$ cat src/hw/cspmc_pkg.sv
package cspmc_pkg;

	// ==========================================================
	// Register indices and byte addresses
	localparam logic [7:0]  OSC_MODE_IDX   = 8'hCA;
	localparam logic [7:0]  WAKE_EN_IDX    = 8'hC0;
	localparam logic [7:0]  CFG_IDX        = 8'hD0;
	localparam logic [7:0]  STATUS_IDX     = 8'hD1;
	localparam logic [11:0] OSC_MODE_ADDR  = {2'h0, OSC_MODE_IDX, 2'h0};
	localparam logic [11:0] WAKE_EN_ADDR   = {2'h0, WAKE_EN_IDX, 2'h0};
	localparam logic [11:0] CFG_ADDR       = {2'h0, CFG_IDX, 2'h0};
	localparam logic [11:0] STATUS_ADDR    = {2'h0, STATUS_IDX, 2'h0};

	// ==========================================================
	// Field positions and reset values
	localparam int          HOS_BIT        = 1;
	localparam int          LCS_BIT        = 2;
	localparam int          MODE_LSB       = 3;
	localparam int          WDT_EN_BIT     = 0;
	localparam int          CFG_455K_BIT   = 1;
	localparam logic [1:0]  MODE_NORMAL    = 2'h0;
	localparam logic [1:0]  MODE_SLEEP     = 2'h1;
	localparam logic [1:0]  MODE_GREEN     = 2'h2;
	localparam logic [7:0]  WAKE_EN_RESET  = 8'h00;
	localparam logic        WDT_EN_RESET   = 1'b1;

	// ==========================================================
	// Cycle counts
	localparam int          TMR_W          = 16;
	localparam logic [15:0] WARMUP_CYC     = 16'h0800;
	localparam logic [15:0] RST_CYC_RC     = 16'h0100;
	localparam logic [15:0] RST_CYC_XTAL   = 16'h1000;
	localparam int          RTC_XTAL_HZ    = 32768;
	localparam int          RTC_PERIOD_DIV = 2;
	localparam logic [13:0] RTC_LAST       = 14'(RTC_XTAL_HZ / RTC_PERIOD_DIV - 1);

	// ==========================================================
	// Types
	typedef enum logic [2:0] {
		OPT_FAST_RC     = 3'b000,
		OPT_FAST_RC_RTC = 3'b001,
		OPT_EXT_RC      = 3'b010,
		OPT_XTAL_32K    = 3'b011,
		OPT_XTAL_4M     = 3'b100,
		OPT_XTAL_8M     = 3'b101
	} cspmc_opt_t;

	typedef enum logic [2:0] {
		ST_RST_LATCH = 3'b000,
		ST_RST_WAIT  = 3'b001,
		ST_NORMAL    = 3'b010,
		ST_SLOW      = 3'b011,
		ST_GREEN     = 3'b100,
		ST_SLEEP     = 3'b101,
		ST_WARMUP    = 3'b110
	} cspmc_state_t;

	typedef struct packed {
		logic fast_rc_en;
		logic slow_rc_en;
		logic ext_osc_en;
		logic rtc_xtal_en;
		logic osc_in_gpio;
		logic osc_out_gpio;
		logic sys_clk_slow;
		logic cpu_run;
	} cspmc_osc_t;

endpackage

$ cat src/hw/cspmc_top.sv
// Local design decisions: register access over APB and the placing of the registers.
`timescale 1ns/10ps
module cspmc_top #(
	parameter logic [15:0] RST_CYC_XTAL = cspmc_pkg::RST_CYC_XTAL,
	parameter logic [15:0] RST_CYC_RC   = cspmc_pkg::RST_CYC_RC
) (
	input  wire logic                  pclk,
	input  wire logic                  presetn,
	input  wire logic                  ce,
	input  wire logic                  psel,
	input  wire logic                  penable,
	input  wire logic                  pwrite,
	input  wire logic [11:0]           paddr,
	input  wire logic [31:0]           pwdata,
	output logic      [31:0]           prdata,
	output logic                       pready,
	output logic                       pslverr,
	input  wire logic [2:0]            clock_option,
	input  wire logic [7:0]            first_wake_port,
	input  wire logic [7:0]            second_wake_port,
	input  wire logic                  wake_timer_overflow,
	input  wire logic                  rtc_crystal_tick,
	output cspmc_pkg::cspmc_osc_t      osc_ctrl,
	output logic                       core_reset_hold,
	output logic                       rtc_half_second
);

	// ==========================================================
	// State
	typedef struct packed {
		cspmc_pkg::cspmc_state_t st;
		cspmc_pkg::cspmc_opt_t   opt;
		logic                    high_osc_stop;
		logic                    low_clock_select;
		logic                    sleep_request;
		logic                    green_request;
		logic [7:0]              second_port_wake_enable;
		logic                    wdt_en;
		logic                    cfg_455k;
		logic [7:0]              p0_snap;
		logic [7:0]              p1_snap;
		logic                    rtc_prev;
		logic [13:0]             rtc_cnt;
		logic                    rtc_pulse;
		cspmc_pkg::cspmc_osc_t   osc;
		logic                    rst_hold;
		logic [31:0]             prdata;
		logic                    pready;
		logic                    pslverr;
	} cspmc_top_st_t;

	cspmc_top_st_t s_reg;
	cspmc_top_st_t s_next;

	logic [16:0]            pin_sync;
	logic [7:0]             p0_s;
	logic [7:0]             p1_s;
	logic                   rtc_s;
	logic                   tmr_start;
	logic [15:0]            tmr_load;
	logic                   tmr_done;
	logic                   p0_chg;
	logic                   p1_chg;
	logic                   port_wake;
	logic                   access;
	logic [2:0]             sel;

	// ==========================================================
	// Pin synchronizers and delay timer
	cspmc_sync #(
		.W (17)
	) u_sync (
		.pclk    (pclk),
		.presetn (presetn),
		.ce      (ce),
		.d       ({rtc_crystal_tick, second_wake_port, first_wake_port}),
		.q       (pin_sync)
	);

	cspmc_delay #(
		.W (cspmc_pkg::TMR_W)
	) u_delay (
		.pclk    (pclk),
		.presetn (presetn),
		.ce      (ce),
		.start   (tmr_start),
		.load    (tmr_load),
		.done    (tmr_done)
	);

	assign p0_s      = pin_sync[7:0];
	assign p1_s      = pin_sync[15:8];
	assign rtc_s     = pin_sync[16];
	assign p0_chg    = |(p0_s ^ s_reg.p0_snap);
	assign p1_chg    = |((p1_s ^ s_reg.p1_snap) & s_reg.second_port_wake_enable);
	assign port_wake = p0_chg | p1_chg;
	assign access    = psel & penable;

	// ==========================================================
	// Functions
	// Register select: 0 none, 1 mode, 2 wake enable, 3 config, 4 status
	function automatic logic [2:0] reg_sel(input logic [11:0] a);
		logic [2:0] r;
		r = 3'h0;
		case (a)
			cspmc_pkg::OSC_MODE_ADDR: r = 3'h1;
			cspmc_pkg::WAKE_EN_ADDR:  r = 3'h2;
			cspmc_pkg::CFG_ADDR:      r = 3'h3;
			cspmc_pkg::STATUS_ADDR:   r = 3'h4;
			default:                  r = 3'h0;
		endcase
		return r;
	endfunction

	function automatic logic is_fast_rc(input cspmc_pkg::cspmc_opt_t o);
		return (o == cspmc_pkg::OPT_FAST_RC) || (o == cspmc_pkg::OPT_FAST_RC_RTC);
	endfunction

	function automatic logic is_crystal(input cspmc_pkg::cspmc_opt_t o);
		return (o == cspmc_pkg::OPT_XTAL_32K) || (o == cspmc_pkg::OPT_XTAL_4M)
			|| (o == cspmc_pkg::OPT_XTAL_8M);
	endfunction

	// Oscillator enables and pin use from mode and option
	function automatic cspmc_pkg::cspmc_osc_t osc_of(input cspmc_top_st_t s);
		cspmc_pkg::cspmc_osc_t o;
		logic                  hi_on;
		logic                  sleeping;
		o        = '0;
		sleeping = (s.st == cspmc_pkg::ST_SLEEP);
		hi_on    = !sleeping && !s.high_osc_stop;
		o.fast_rc_en   = hi_on && is_fast_rc(s.opt);
		o.ext_osc_en   = hi_on && !is_fast_rc(s.opt);
		o.rtc_xtal_en  = hi_on && (s.opt == cspmc_pkg::OPT_FAST_RC_RTC);
		o.slow_rc_en   = !sleeping
			&& !((s.st == cspmc_pkg::ST_GREEN) && s.cfg_455k && !s.wdt_en);
		o.osc_in_gpio  = (s.opt == cspmc_pkg::OPT_FAST_RC);
		o.osc_out_gpio = (s.opt == cspmc_pkg::OPT_FAST_RC)
			|| (s.opt == cspmc_pkg::OPT_EXT_RC);
		o.sys_clk_slow = (s.st == cspmc_pkg::ST_SLOW)
			|| ((s.st == cspmc_pkg::ST_GREEN) && s.low_clock_select);
		o.cpu_run      = (s.st == cspmc_pkg::ST_NORMAL) || (s.st == cspmc_pkg::ST_SLOW);
		return o;
	endfunction

	// ==========================================================
	// Next state
	always_comb begin
		s_next    = s_reg;
		tmr_start = 1'b0;
		tmr_load  = cspmc_pkg::WARMUP_CYC;
		sel       = reg_sel(paddr);

		s_next.rtc_pulse = 1'b0;
		s_next.rtc_prev  = rtc_s;

		// Snapshots track the ports while running so a wake compares with entry levels
		if (s_reg.st != cspmc_pkg::ST_SLEEP && s_reg.st != cspmc_pkg::ST_GREEN) begin
			s_next.p0_snap = p0_s;
			s_next.p1_snap = p1_s;
		end

		case (s_reg.st)
			cspmc_pkg::ST_RST_LATCH: begin
				s_next.opt = cspmc_pkg::cspmc_opt_t'(clock_option);
				tmr_start  = 1'b1;
				if (is_crystal(cspmc_pkg::cspmc_opt_t'(clock_option))) begin
					tmr_load = RST_CYC_XTAL;
				end else begin
					tmr_load = RST_CYC_RC;
				end
				s_next.st = cspmc_pkg::ST_RST_WAIT;
			end
			cspmc_pkg::ST_RST_WAIT: begin
				if (tmr_done) begin
					s_next.st       = cspmc_pkg::ST_NORMAL;
					s_next.rst_hold = 1'b0;
				end
			end
			cspmc_pkg::ST_NORMAL: begin
				if (s_reg.sleep_request || s_reg.high_osc_stop) begin
					s_next.st = cspmc_pkg::ST_SLEEP;
				end else if (s_reg.green_request) begin
					s_next.st = cspmc_pkg::ST_GREEN;
				end else if (s_reg.low_clock_select) begin
					s_next.st = cspmc_pkg::ST_SLOW;
				end
			end
			cspmc_pkg::ST_SLOW: begin
				if (s_reg.sleep_request) begin
					s_next.st = cspmc_pkg::ST_SLEEP;
				end else if (s_reg.green_request) begin
					s_next.st = cspmc_pkg::ST_GREEN;
				end else if (!s_reg.low_clock_select) begin
					s_next.st = cspmc_pkg::ST_NORMAL;
				end
			end
			cspmc_pkg::ST_GREEN: begin
				if (port_wake || wake_timer_overflow || s_reg.rtc_pulse) begin
					s_next.green_request = 1'b0;
					if (s_reg.low_clock_select) begin
						s_next.st = cspmc_pkg::ST_SLOW;
					end else begin
						s_next.st = cspmc_pkg::ST_NORMAL;
					end
				end
			end
			cspmc_pkg::ST_SLEEP: begin
				if (port_wake) begin
					s_next.st            = cspmc_pkg::ST_WARMUP;
					s_next.high_osc_stop = 1'b0;
					tmr_start            = 1'b1;
					tmr_load             = cspmc_pkg::WARMUP_CYC;
				end
			end
			cspmc_pkg::ST_WARMUP: begin
				if (tmr_done) begin
					s_next.st               = cspmc_pkg::ST_NORMAL;
					s_next.sleep_request    = 1'b0;
					s_next.low_clock_select = 1'b0;
				end
			end
			default: begin
				s_next.st = cspmc_pkg::ST_NORMAL;
			end
		endcase

		// RTC half-second period from the synchronized crystal tick
		if (s_reg.osc.rtc_xtal_en && rtc_s && !s_reg.rtc_prev) begin
			if (s_reg.rtc_cnt == cspmc_pkg::RTC_LAST) begin
				s_next.rtc_cnt   = '0;
				s_next.rtc_pulse = 1'b1;
			end else begin
				s_next.rtc_cnt = s_reg.rtc_cnt + 14'h0001;
			end
		end

		// APB: pready rises one cycle into the access phase; read data lands with it, writes one cycle later
		s_next.pready  = access && !s_reg.pready;
		s_next.pslverr = access && !s_reg.pready && (sel == 3'h0);
		if (access && !s_reg.pready) begin
			case (sel)
				3'h1: s_next.prdata = {27'h0, s_reg.green_request, s_reg.sleep_request,
					s_reg.low_clock_select, s_reg.high_osc_stop, 1'b0};
				3'h3: s_next.prdata = {30'h0, s_reg.cfg_455k, s_reg.wdt_en};
				3'h4: s_next.prdata = {26'h0, s_reg.opt, s_reg.st};
				default: s_next.prdata = 32'h0000_0000;
			endcase
		end
		// Software writes follow hardware updates, so a set in the same cycle wins
		if (access && s_reg.pready && pwrite) begin
			case (sel)
				3'h1: begin
					s_next.high_osc_stop    = pwdata[cspmc_pkg::HOS_BIT];
					s_next.low_clock_select = pwdata[cspmc_pkg::LCS_BIT];
					case (pwdata[cspmc_pkg::MODE_LSB +: 2])
						cspmc_pkg::MODE_NORMAL: begin
							s_next.sleep_request = 1'b0;
							s_next.green_request = 1'b0;
						end
						cspmc_pkg::MODE_SLEEP: begin
							s_next.sleep_request = 1'b1;
							s_next.green_request = 1'b0;
						end
						cspmc_pkg::MODE_GREEN: begin
							s_next.sleep_request = 1'b0;
							s_next.green_request = 1'b1;
						end
						default: begin
							s_next.sleep_request = s_reg.sleep_request;
						end
					endcase
				end
				3'h2: s_next.second_port_wake_enable = pwdata[7:0];
				3'h3: begin
					s_next.wdt_en   = pwdata[cspmc_pkg::WDT_EN_BIT];
					s_next.cfg_455k = pwdata[cspmc_pkg::CFG_455K_BIT];
				end
				default: begin
					s_next.wdt_en = s_reg.wdt_en;
				end
			endcase
		end

		s_next.osc = osc_of(s_next);
	end

	// ==========================================================
	// Registers
	always_ff @(posedge pclk or negedge presetn) begin
		if (!presetn) begin
			s_reg                         <= '0;
			s_reg.st                      <= cspmc_pkg::ST_RST_LATCH;
			s_reg.opt                     <= cspmc_pkg::OPT_FAST_RC;
			s_reg.second_port_wake_enable <= cspmc_pkg::WAKE_EN_RESET;
			s_reg.wdt_en                  <= cspmc_pkg::WDT_EN_RESET;
			s_reg.rst_hold                <= 1'b1;
			s_reg.osc.fast_rc_en          <= 1'b1;
			s_reg.osc.slow_rc_en          <= 1'b1;
		end else if (ce) begin
			s_reg <= s_next;
		end
	end

	assign prdata          = s_reg.prdata;
	assign pready          = s_reg.pready;
	assign pslverr         = s_reg.pslverr;
	assign osc_ctrl        = s_reg.osc;
	assign core_reset_hold = s_reg.rst_hold;
	assign rtc_half_second = s_reg.rtc_pulse;

endmodule

$ cat src/hw/cspmc_sync.sv
`timescale 1ns/10ps
module cspmc_sync #(
	parameter int W = 8
) (
	input  wire logic         pclk,
	input  wire logic         presetn,
	input  wire logic         ce,
	input  wire logic [W-1:0] d,
	output logic      [W-1:0] q
);

	typedef struct packed {
		logic [W-1:0] s1;
		logic [W-1:0] s2;
	} cspmc_sync_st_t;

	cspmc_sync_st_t s_reg;
	cspmc_sync_st_t s_next;

	always_comb begin
		s_next    = s_reg;
		s_next.s1 = d;
		s_next.s2 = s_reg.s1;
	end

	always_ff @(posedge pclk or negedge presetn) begin
		if (!presetn) begin
			s_reg <= '0;
		end else if (ce) begin
			s_reg <= s_next;
		end
	end

	assign q = s_reg.s2;

endmodule

$ cat src/hw/cspmc_delay.sv
`timescale 1ns/10ps
module cspmc_delay #(
	parameter int W = 16
) (
	input  wire logic         pclk,
	input  wire logic         presetn,
	input  wire logic         ce,
	input  wire logic         start,
	input  wire logic [W-1:0] load,
	output logic              done
);

	typedef struct packed {
		logic [W-1:0] cnt;
		logic         busy;
		logic         done;
	} cspmc_delay_st_t;

	cspmc_delay_st_t s_reg;
	cspmc_delay_st_t s_next;

	always_comb begin
		s_next      = s_reg;
		s_next.done = 1'b0;
		if (start) begin
			s_next.cnt  = load;
			s_next.busy = 1'b1;
		end else if (s_reg.busy) begin
			if (s_reg.cnt <= W'(1)) begin
				s_next.cnt  = '0;
				s_next.busy = 1'b0;
				s_next.done = 1'b1;
			end else begin
				s_next.cnt = s_reg.cnt - W'(1);
			end
		end
	end

	always_ff @(posedge pclk or negedge presetn) begin
		if (!presetn) begin
			s_reg <= '0;
		end else if (ce) begin
			s_reg <= s_next;
		end
	end

	assign done = s_reg.done;

endmodule

$ cat config.mk
export PLATFORM = sky130hd
export DESIGN_NAME = cspmc_top
export DESIGN_NICKNAME = d
export VERILOG_FILES = /design/src/hw/cspmc_pkg.sv /design/src/hw/cspmc_top.sv /design/src/hw/cspmc_sync.sv /design/src/hw/cspmc_delay.sv
export SDC_FILE = /design/constraint.sdc
export NUM_CORES = 1
export LEC_CHECK = 0
export ABC_CLOCK_PERIOD_IN_PS = 2700
export BUFFER_PORTS_ARGS = -buffer_cell sky130_fd_sc_hd__buf_2
export CAP_MARGIN = 10
export CORE_ASPECT_RATIO = 0.75
export CORE_UTILIZATION = 36
export CTS_CLUSTER_DIAMETER = 100
export DETAILED_ROUTE_END_ITERATION = 10
export GPL_ROUTABILITY_DRIVEN = 0
export SLEW_MARGIN = 15
export SYNTH_ARGS = -nofsm -noshare
export SYNTH_HDL_FRONTEND = slang
export SYNTH_SLANG_ARGS = --single-unit
$ cat constraint.sdc
create_clock -name pclk -period 2.7 [get_ports pclk]
set_input_delay 0.135 -clock pclk [delete_from_list [all_inputs] [get_ports pclk]]
set_output_delay 0.135 -clock pclk [all_outputs]
set_load 0.02 [all_outputs]
# Word level (Yosys, flattened, before mapping)
# Cells that the tools add are included.
# classes
n_reduce_logical	48
bitwise	5
muxes	39
n_addsub	2
magnitude_cmp	1
n_eq_ne	29
# ops
operator	count
equality test 12 x 10 -> 1 bit (second input constant)	4
two-way mux 16 bit	2
two-way mux 3 bit	10
two-way mux 14 bit	2
equality test 3 x 2 -> 1 bit (second input constant)	8
equality test 3 bit (second input constant)	8
two-way mux 18 bit	1
one-hot mux 3 bit (6 select lines)	1
one-hot mux 6 bit (3 select lines)	1
two-way mux 17 bit	1
<= comparator 16 x 1 -> 1 bit (second input constant)	1
OR reduction 8 bit	2
subtractor 16 x 1 -> 16 bit (second input constant)	1
XOR 8 bit	2
logical AND 1 bit	15
adder 14 x 1 -> 14 bit (second input constant)	1
equality test 14 bit (second input constant)	1
two-way mux 13 bit	1
one-hot mux 3 bit (4 select lines)	1
two-way mux 1 bit	11
AND reduction 2 bit	5
equality test 3 x 1 -> 1 bit (second input constant)	3
logical NOT 3 bit	3
logical OR 1 bit	9
other kinds (16)	30
# word_totals
out_inout_bits	44
in_bits	71
reg_bits	147
elab_cells	155

# Depth between registers and ports, before layout
# Gate-level depths: netlist of run 1.
# depth
ltp_word	15
mapped_depth	9
mapped_depth_nobuf	7

# Hierarchy
# From an unflattened synthesis of run 1, not the netlist that was laid out.
# hier_totals
hier_cells	569
hier_area_um2	6358.6
# by_module_without_submodules
mod	seq_area_each_um2	instances	area_each_um2	cells_per_inst
cspmc_top	1731.7	1	3781.1	361
cspmc_sync	850.8	1	1417.6	72
cspmc_delay	450.4	1	1159.9	136

# Least setup slack after synthesis of run 1
# Ideal clock, no wire load.
# synth_path
kind	reg-to-reg
startpoint	reg u_delay.s_reg[4] (netlist bit)
endpoint	reg u_delay.s_reg[8] (netlist bit)
stages_incl_launch_ff	10
setup_ps	122
path_buffers	2
period_less_slack_ps	2162
required_ps	2578
arrival_ps	2041
slack_ps	538
path_cell_list	dfrtp_1 -> buf_6 -> or4_4 -> nor3_4 -> o2111ai_1 -> and2_4 -> nand3_4 -> buf_8 -> o21ai_1 -> a32o_1
# synth_between
elab_chain_len	4
elab_cells_between_ends	5
cone_classes	add/sub (1); order compare (1); mux (3)
# synth_rtl
element	line	source
start, declared	cspmc_delay.sv:19	cspmc_delay_st_t s_reg;
start signal, assigned	cspmc_delay.sv:43	s_reg <= s_next;
subtractor 16 x 1 -> 16 bit or <= comparator 16 x 1 -> 1 bit (tied branches)	cspmc_delay.sv:34, cspmc_delay.sv:29	
two-way mux 16 bit (*)	cspmc_delay.sv:29	if (s_reg.cnt <= W'(1)) begin
two-way mux 18 bit (*)	cspmc_delay.sv:28	end else if (s_reg.busy) begin
two-way mux 17 bit (*)	cspmc_delay.sv:25	if (start) begin
# Mark *: on every way between the ends. The rest lies on a longest branch, timed or not. The select of a mux whose other input is x is not followed.
# A chain may end at the register's enable or synchronous reset.

# Worst setup path after layout of run 1
# layout_path
startpoint	reg s_reg[70] (netlist bit)
endpoint	reg u_delay.s_reg[7] (netlist bit)
# layout_between
elab_chain_len	7
elab_cells_between_ends	8
cone_classes	mux (3); bitwise (2); reduce/logical (3)
# layout_rtl
element	line	source
start, declared	cspmc_top.sv:52	cspmc_top_st_t s_reg;
start signal, assigned	cspmc_top.sv:301	s_reg <= s_next;
XOR 8 bit (*)	cspmc_top.sv:94	assign p0_chg = |(p0_s ^ s_reg.p0_snap);
OR reduction 8 bit (*)	cspmc_top.sv:94	
OR 1 bit (*)	cspmc_top.sv:96	assign port_wake = p0_chg | p1_chg;
two-way mux 1 bit (*)	cspmc_top.sv:209	if (port_wake) begin
one-hot mux 1 bit (2 select lines) (*)	cspmc_top.sv:163	case (s_reg.st)
nonzero test 2 bit (no source line)	-	
AND reduction 2 bit (no source line)	-	
# Mark *: on every way between the ends. The rest lies on a longest branch, timed or not.

==> results of run 1 <==
-- worst min-delay path by stage --
stage	start	to	slack (ps)	cells past startpoint
detailed placement	presetn	u_sync.s_next[2]	200	1
floorplan	presetn	osc_ctrl[0]	-160	0
CTS	pwdata[2]	s_reg[79]	0.5	2
global route	pwdata[2]	s_reg[79]	3	2
global placement	presetn	u_sync.s_next[2]	200	1
finish	pwdata[4]	s_reg[85]	7	2
-- power breakdown --
group	internal (uW)	leakage, uW	switching [uW]
Sequential	2250	0.00151	418
Combinational	943	0.00147	1200
Clock	1550	0.000296	833
-- placed cells by master, fill, tap and decap left out, types with 8 or more instances in the layout --
cell type,n
a22oi_1,8
buf_2,63
mux2_2,60
nand2_1,53
clkbuf_16,17
o31ai_1,8
xor2_1,22
nor2_1,26
nor3_1,17
nand3_1,12
o21ai_1,8
dlygate4sd3_1,21
a32o_1,8
inv_1,15
a21oi_1,9
conb_1,26
buf_4,8
o21ai_0,27
dfrtp_1,117
-- stage by stage --
step           setup slack [ps]  power [uW]  utilization  hold slack [ps]  instance area [um2]
2_1_floorplan               538        4340            -             -161                 6120
3_3_place_gp                142        4690        0.395              197                 6380
3_5_place_dp               62.1        4780        0.395              198                 6380
4_1_cts                    27.2        7230        0.447            0.543                 7220
5_1_grt                    21.5        7640        0.447             2.71                 7230
6_report                    207        7190        0.447             7.31                 7230
-- worst register-to-register path, cell delays in order (launching register included) --
cell	delay (ps)
dfrtp_1	390
xor2_1	180
nor4_2	360
nand4_2	240
o21bai_2	370
nand3_4	260
nor2_2	380
a32o_1	240
-- metal layers --
layer | track usage | vias up
met5 | 0 | -
met4 | 0.0507 | 0
met3 | 0.0339 | 7
met2 | 0.246 | 116
met1 | 0.223 | 2131
li1 | - | 2063
-- layout make-up --
type	instances	area, um2
Multi-Input combinational cell	379	2640
Timing Repair Buffer	93	606
Inverter	15	56.3
Tap cell	210	263
Clock buffer	18	429
Clock inverter	14	200
Fill cell	1481	8940
Sequential cell	121	3030
-- logic make-up (layout without fill, tap and decap cells) --
kind of cell             after synthesis  after routing  synth area share
XOR/XNOR                              28             28            0.0407
adder cells (fa/ha/maj)                3              3           0.00623
other                                  1             26          0.000622
multiplexers                          62             62             0.115
AND/OR/NAND/NOR                      160            160             0.140
flip-flops                           121            121             0.503
buffers and inverters                 78            140            0.0770
AO/OA/AOI/OAI                        100            100             0.116
==> run_results.csv, run 1 <==
group,metric,value,unit
timing,rsz0062_at_grt,"false",
drt,dr_wl_met3,639,um
floorplanning,die_area,17300,um2
clocking,cts_tree,"built",
clocking,cts.htree.levels,4,
placed_design,io_buffers,64,
worst_setup_path,cp_cell_sequence,"xor2_1, nor4_2, nand4_2, o21bai_2, nand3_4, nor2_2, a32o_1",
clocking,cts_resized,0,
drt,highest-signal-layer,"met4",
floorplanning,rows,40,
grt,grt_max_degree,56,
worst_setup_path,r2r_end,"u_delay.s_reg[7]",
layout,layout-drive-gt1-share,0.284,
floorplanning,start_util,0.373,
clocking,postCtsSetupBuffers,0,
worst_setup_path,crit_fanout,17,
min_path,hp-class,"in -> reg",
timing,hold_viol,0,
logic_synthesis,synth_top_area_cell,"dfrtp_1",
pwr,p_leak,0.00328,uW
worst_setup_path,critPathCapture,"u_delay.s_reg[7]",
drt,m1WireLength,6.02,mm
logic_synthesis,synth.ff_latch_count,121,
timing,setup_tns,0,ps
job,cap_violations,0,
timing,slew_viol_final,0,
timing,finClkSkew,8.60,ps
layout,nNetsFinal,701,
layout,stdcell_count,850,
status,status,"finished, final reports clean",
grt,grt_remaining_overflow,0,
logic_synthesis,yosys-top-cells-count,"dfrtp_1, mux2_2, nand2_1",
drt,num_vias,4317,
worst_setup_path,start_kind,"flop",
drt,drt_iter0_drc,210,
timing,period_needed,2490,ps
logic_synthesis,synthCells,553,
timing,relSlewSlack,0.467,
placed_design,dp.cells,797,
clocking,cts_buffers,17,
worst_setup_path,reg2reg_depth,7,
placed_design,dpl.hpwl,8.85,mm
drt,via_per_inst,5.08,
clocking,ctsHoldBuffers,21,
drt,drt-total-wl,12.6,mm
drt,wl_met2,5.86,mm
worst_setup_path,slowest_stage,"dfrtp_1",
logic_synthesis,synth_area_leaders,"dfrtp_1, mux2_2, buf_4",
floorplanning,die_x,151,um
logic_synthesis,synth-warning-count,0,
worst_setup_path,worstReg2RegStart,"s_reg[70]",
worst_setup_path,crit_buf_inv,0,
worst_setup_path,cpLargestDelayFamily,"simple AND/OR/NAND/NOR gates",
clocking,cts_root_buf,"clkbuf_16",
floorplanning,num_io_pins,115,
logic_synthesis,yosysUniqueCellTypes,64,
timing,setup-violations-final,0,
worst_setup_path,startpoint,"s_reg[70]",
grt,grtUsageTotal,0.159,
drt,ant_nets,0,
pwr,vdd.ir_drop.worst,0.517,mV
clocking,cts.sinks,121,
drt,wl_per_cell,14.8,um
logic_synthesis,syn_area,6030,um2
logic_synthesis,synth_top_area_share,0.486,
logic_synthesis,yosysMostFrequentCell,"dfrtp_1",
timing,fin_crit_sh,0.923,
grt,grt_pass1_wl,21.3,mm
worst_setup_path,worst-path-stages,7,
drt,drc,0,
worst_setup_path,rrSetupSlack,210,ps
layout,largest_reg_flops,51,
timing,fmax,0.401,GHz
clocking,path_clk_slew,60,ps
pwr,power_density,995,nW/um2
logic_synthesis,synth_ff_type,"dfrtp_1",
worst_setup_path,end_kind,"flop",
floorplanning,die-height,114,um
layout,area_delta_synth_final,19.9,%
layout,antennaDiodeCount,0,
drt,firstDrtPassIters,5,
worst_setup_path,required,3040,ps
grt,grt_pass1_vias,4237,
floorplanning,coreArea,16200,um2
clocking,clockBufferDepth,2,
logic_synthesis,yosysSeqAreaShare,0.503,
logic_synthesis,synth_edf_count,0,
worst_setup_path,worstSetupPathType,"reg -> reg",
worst_setup_path,max_stage_delay,390,ps
timing,timing_worst_slew_pin_value,797,ps
logic_synthesis,syn_avg_cell_area,10.9,um2
worst_setup_path,cp.arrival,2840,ps
grt,antenna_found_initial,0,
clocking,clock_latency,410,ps
logic_synthesis,async_reset_ff_frac,1.00,
Note: power is estimated with default switching activity, not from simulation.
==> run 2: changes to the inputs <==
- CTS_CLUSTER_DIAMETER: 100 -> 200
- SYNTH_HIERARCHICAL: not set -> 1
==> run_results.csv, run 2 <==
group,metric,value,unit
floorplanning,die_x,155,um
drt,ant_nets,0,
timing,fmax,0.382,GHz
clocking,clock_latency,420,ps
timing,rsz0062_at_grt,"true",
layout,nNetsFinal,770,
grt,grt_remaining_overflow,0,
pwr,power_density,920,nW/um2
layout,largest_reg_flops,51,
logic_synthesis,syn_avg_cell_area,11.2,um2
logic_synthesis,yosysUniqueCellTypes,76,
pwr,totalPowerFinal,7250,uW
logic_synthesis,synth_edf_count,0,
worst_setup_path,r2r_end,"osc_ctrl[1]",
grt,grt_pass1_wl,22.5,mm
drt,drt_iter0_drc,162,
logic_synthesis,syn_area,6360,um2
clocking,clockBufferDepth,2,
status,status,"finished, final reports clean",
logic_synthesis,yosysSeqAreaShare,0.477,
logic_synthesis,synth_area_leaders,"dfrtp_1, mux2_4, mux2_2",
logic_synthesis,async_reset_ff_frac,1.00,
layout,fillerInstances,1584,
clocking,cts_buffers,17,
logic_synthesis,yosysMostFrequentCell,"dfrtp_1",
worst_setup_path,worstReg2RegStart,"s_reg[71]",
layout,final_common_cell,"dfrtp_1",
timing,setup-violations-final,0,
timing,relSlewSlack,0.501,
logic_synthesis,synth_top_area_share,0.460,
timing,setup_tns,0,ps
drt,via_per_inst,4.82,
timing,fin_crit_sh,0.970,
layout,final_area,7890,um2
clocking,cts.sinks,121,
worst_setup_path,crit_fanout,4,
clocking,cts.htree.levels,4,
floorplanning,num_io_pins,115,
floorplanning,rows,41,
placed_design,dpl.hpwl,9.65,mm
layout,layout-drive-gt1-share,0.319,
logic_synthesis,synth_top_area_cell,"dfrtp_1",
logic_synthesis,yosys-top-cells-count,"dfrtp_1, nand2_1, buf_4",
placed_design,io_buffers,64,
min_path,hp-class,"in -> reg",
worst_setup_path,start_kind,"flop",
worst_setup_path,reg2reg_depth,9,
timing,hold_viol,0,
placed_design,placed_area,6950,um2
logic_synthesis,synth-warning-count,6,
drt,wl_per_cell,14.2,um
drt,firstDrtPassIters,4,
logic_synthesis,synth.ff_latch_count,121,
drt,num_vias,4558,
clocking,cts_root_buf,"clkbuf_16",
placed_design,dp.cells,882,
worst_setup_path,startpoint,"s_reg[71]",
floorplanning,start_util,0.373,
worst_setup_path,required,2960,ps
pwr,p_leak,0.00366,uW
layout,area_delta_synth_final,24.0,%
timing,slew_viol_final,0,
pwr,vdd.ir_drop.worst,0.457,mV
layout,register_area,3030,um2
drt,drt-total-wl,13.4,mm
job,cap_violations,0,
timing,period_needed,2620,ps
drt,drc,0,
worst_setup_path,cp.arrival,2880,ps
timing,finClkSkew,8.04,ps
grt,grtUsageTotal,0.161,
layout,stdcell_count,945,
worst_setup_path,end_kind,"flop",
timing,hold-worst-slack,23.1,ps
min_path,min_path_cells,3,
layout,multiInputGateArea,2970,um2
grt,grt_pass1_vias,4654,
clocking,cts_tree,"built",
floorplanning,coreArea,17000,um2
worst_setup_path,rrSetupSlack,80,ps
layout,antennaDiodeCount,0,
grt,antenna_found_initial,0,
clocking,path_clk_slew,50,ps
grt,grt_max_degree,57,
worst_setup_path,worstSetupPathType,"reg -> reg",
layout,final_cell_mix,"dfrtp_1, buf_2, nand2_1",
logic_synthesis,synth_ff_type,"dfrtp_1",
floorplanning,die_area,18200,um2
timing,timing_worst_slew_pin_value,747,ps
logic_synthesis,synthCells,569,
floorplanning,die-height,117,um
worst_setup_path,critPathCapture,"osc_ctrl[1]",
==> run 2: logic make-up after synthesis <==
logic type,after synthesis,synth area share
flip-flops,121,0.477
other,1,0.000590
adder cells (fa/ha/maj),3,0.00590
AND/OR/NAND/NOR,164,0.142
XOR/XNOR,27,0.0372
buffers and inverters,80,0.0817
AO/OA/AOI/OAI,101,0.112
multiplexers,72,0.144
==> run 2: area by class of cell <==
class	count	share of cell area
Sequential cell	121	0.385
Multi-Input combinational cell	407	0.377
Timing Repair Buffer	129	0.114
Clock buffer	18	0.0557
Tap cell	236	0.0374
Clock inverter	14	0.0219
Inverter	20	0.00952
==> run 2: how the worst min path moves through the flow <==
stage	to	slack, ps	start
floorplan	osc_ctrl[0]	-160	presetn
global placement	u_sync/s_next[3]	170	presetn
detailed placement	u_sync/s_next[3]	180	presetn
CTS	s_reg[79]	4	pwdata[2]
global route	s_reg[75]	10	pwdata[1]
finish	s_reg[79]	20	pwdata[2]
==> run 2: stage by stage <==
stage                util  worst slack [ps]
global route        0.463             -40.6
floorplan               -               215
detailed placement  0.408             -41.7
global placement    0.408             -16.4
finish              0.463              81.7
CTS                 0.461              1.27
==> run 2: power breakdown <==
group,internal (uW),total [uW],switching [uW]
Clock,1480,2320,839
Combinational,1120,2290,1170
Sequential,2260,2650,389
==> run 2: repair_timing <==
item / CTS / global route
gates resized for setup: 1 / 5
buffers inserted: 1 / 3
hold buffers: 27 / 0
pin swaps: 1 / 5
endpoints found under the hold margin: 72 / 0
cloned: 0 / 0
endpoints found under the setup margin: 7 / 19
==> run 2: layer usage <==
layer,part of all wire,up-vias,track usage
met5,0,-,0
met4,0.0075,0,0.0739
met3,0.044,6,0.0379
met2,0.46,111,0.259
met1,0.49,2219,0.207
li1,-,2222,-
==> run 2: critical path: stages, from the launching register on <==
cell,delay (ps)
dfrtp_1,390
xor2_1,170
nor4_2,410
nand4_2,180
buf_4,180
o41a_1,370
a211oi_4,340
buf_6,160
mux2i_1,180
a21oi_1,80
==> run 3: changes to the inputs <==
- CTS_BUF_LIST: not set -> sky130_fd_sc_hd__clkbuf_4
==> run_results.csv, run 3 (synthesized netlist as in run 2, its figures left out) <==
group,metric,value,unit
status,status,"finished, final reports clean",
timing,relSlewSlack,0.490,
layout,fillerInstances,1616,
grt,grtUsageTotal,0.159,
job,cap_violations,0,
drt,ant_nets,0,
floorplanning,die-height,117,um
grt,antenna_found_initial,1,
layout,area_delta_synth_final,20.6,%
worst_setup_path,max_stage_delay,450,ps
timing,period_needed,2680,ps
worst_setup_path,end_kind,"flop",
clocking,cts_root_buf,"clkbuf_4",
layout,largest_reg_flops,51,
drt,wl_per_cell,14.0,um
worst_setup_path,crit_fanout,4,
worst_setup_path,crit_buf_inv,2,
clocking,clock_latency,540,ps
placed_design,io_buffers,64,
pwr,totalPowerFinal,6300,uW
worst_setup_path,worstSetupPathType,"reg -> reg",
clocking,path_clk_slew,120,ps
grt,grt_max_degree,57,
grt,grt_pass1_vias,4667,
placed_design,placed_area,6950,um2
drt,drc,0,
worst_setup_path,cpLargestDelayFamily,"compound AO/OA/AOI/OAI gates",
timing,finClkSkew,23.1,ps
clocking,cts_buffers,17,
drt,via_per_inst,4.79,
layout,stdcell_count,954,
grt,grt_pass1_wl,22.5,mm
clocking,clockBufferDepth,2,
floorplanning,num_io_pins,115,
placed_design,dp.cells,882,
worst_setup_path,required,3100,ps
drt,drt_iter0_drc,193,
pwr,power_density,821,nW/um2
drt,firstDrtPassIters,4,
timing,rsz0062_at_grt,"true",
grt,grt_remaining_overflow,0,
timing,fin_crit_sh,0.991,
timing,fmax,0.374,GHz
drt,num_vias,4574,
clocking,cts.sinks,121,
layout,final_area,7670,um2
worst_setup_path,cp_common_cell,"buf_6",
layout,final_common_cell,"dfrtp_1",
timing,hold_viol,0,
floorplanning,die_x,155,um
worst_setup_path,cp_cell_sequence,"xor2_1, nor4_2, nand4_2, buf_6, o41a_1, a211oi_4, buf_6, mux2i_1, a21oi_1",
min_path,hp-class,"in -> reg",
timing,hold-worst-slack,109,ps
worst_setup_path,slowest_stage,"nor4_2",
floorplanning,start_util,0.373,
clocking,cts_tree,"built",
layout,final_cell_mix,"dfrtp_1, buf_2, nand2_1",
floorplanning,die_area,18200,um2
layout,layout-drive-gt1-share,0.315,
timing,timing_worst_slew_pin_value,762,ps
clocking,cts.htree.levels,4,
timing,slew_viol_final,0,
floorplanning,coreArea,17000,um2
pwr,vdd.ir_drop.worst,0.330,mV
drt,drt-total-wl,13.4,mm
timing,setup-violations-final,0,
layout,nNetsFinal,778,
placed_design,dpl.hpwl,9.65,mm
floorplanning,rows,41,
pwr,p_leak,0.00356,uW
worst_setup_path,cp.arrival,3080,ps
worst_setup_path,start_kind,"flop",
## run 3: cell type report
type,instances,area (um2),area share
Clock buffer,17,128,0.0166
Multi-Input combinational cell,407,2980,0.389
Clock inverter,15,176,0.0230
Sequential cell,121,3030,0.396
Timing Repair Buffer,137,978,0.128
Tap cell,236,295,0.0385
Inverter,20,75.1,0.00979
Antenna cell,1,2.50,0.000326
## run 3: stage by stage
step / TNS (ps) / utilization / setup slack (ps)
2_1_floorplan: 0 / - / 215
3_3_place_gp: -16.4 / 0.408 / -16.4
3_5_place_dp: -111 / 0.408 / -41.7
4_1_cts: 0 / 0.447 / 25.4
5_1_grt: -108 / 0.450 / -54.7
6_report: 0 / 0.450 / 24.1
## run 3: where the power goes
| part | internal [uW] | switching (uW) |
|---|---|---|
| Clock | 641 | 725 |
| Sequential | 2250 | 389 |
| Combinational | 1130 | 1160 |
## run 3: worst min-delay path, stage by stage
cell and delay [ps]:
buf_2 120, nand3_1 80, nor2_1 110, nand2_1 100
o21ai_0 70
## run 3: path summary, 6_finish.rpt
path                                     to  slack (ps)  depth (start not counted)        start
max                             osc_ctrl[1]          20                          9  u_sync/q[0]
min                               prdata[5]         110                          5     paddr[6]
max reg2reg                     osc_ctrl[1]          20                          9  u_sync/q[0]
min reg2reg                       s_reg[48]         480                          1    s_reg[48]
max in group asynchronous       osc_ctrl[7]        1810                          3      presetn
min in group asynchronous  u_sync/s_next[4]         130                          2      presetn
## run 3: repair_timing
item                                   4_1_cts  5_1_grt
buffers inserted                             2        3
pin swaps                                    1        6
gates resized for setup                      1        7
hold buffers                                34        0
setup endpoints to repair                    7       19
endpoints found under the hold margin       85        0
## run 3: routing by layer
metal | GRT usage | share of wire | vias up
met4 | 0.0562 | 0.0068 | 0
met2 | 0.257 | 0.46 | 94
met1 | 0.208 | 0.50 | 2239
li1 | - | - | 2234
met5 | 0 | 0 | -
met3 | 0.0416 | 0.037 | 7
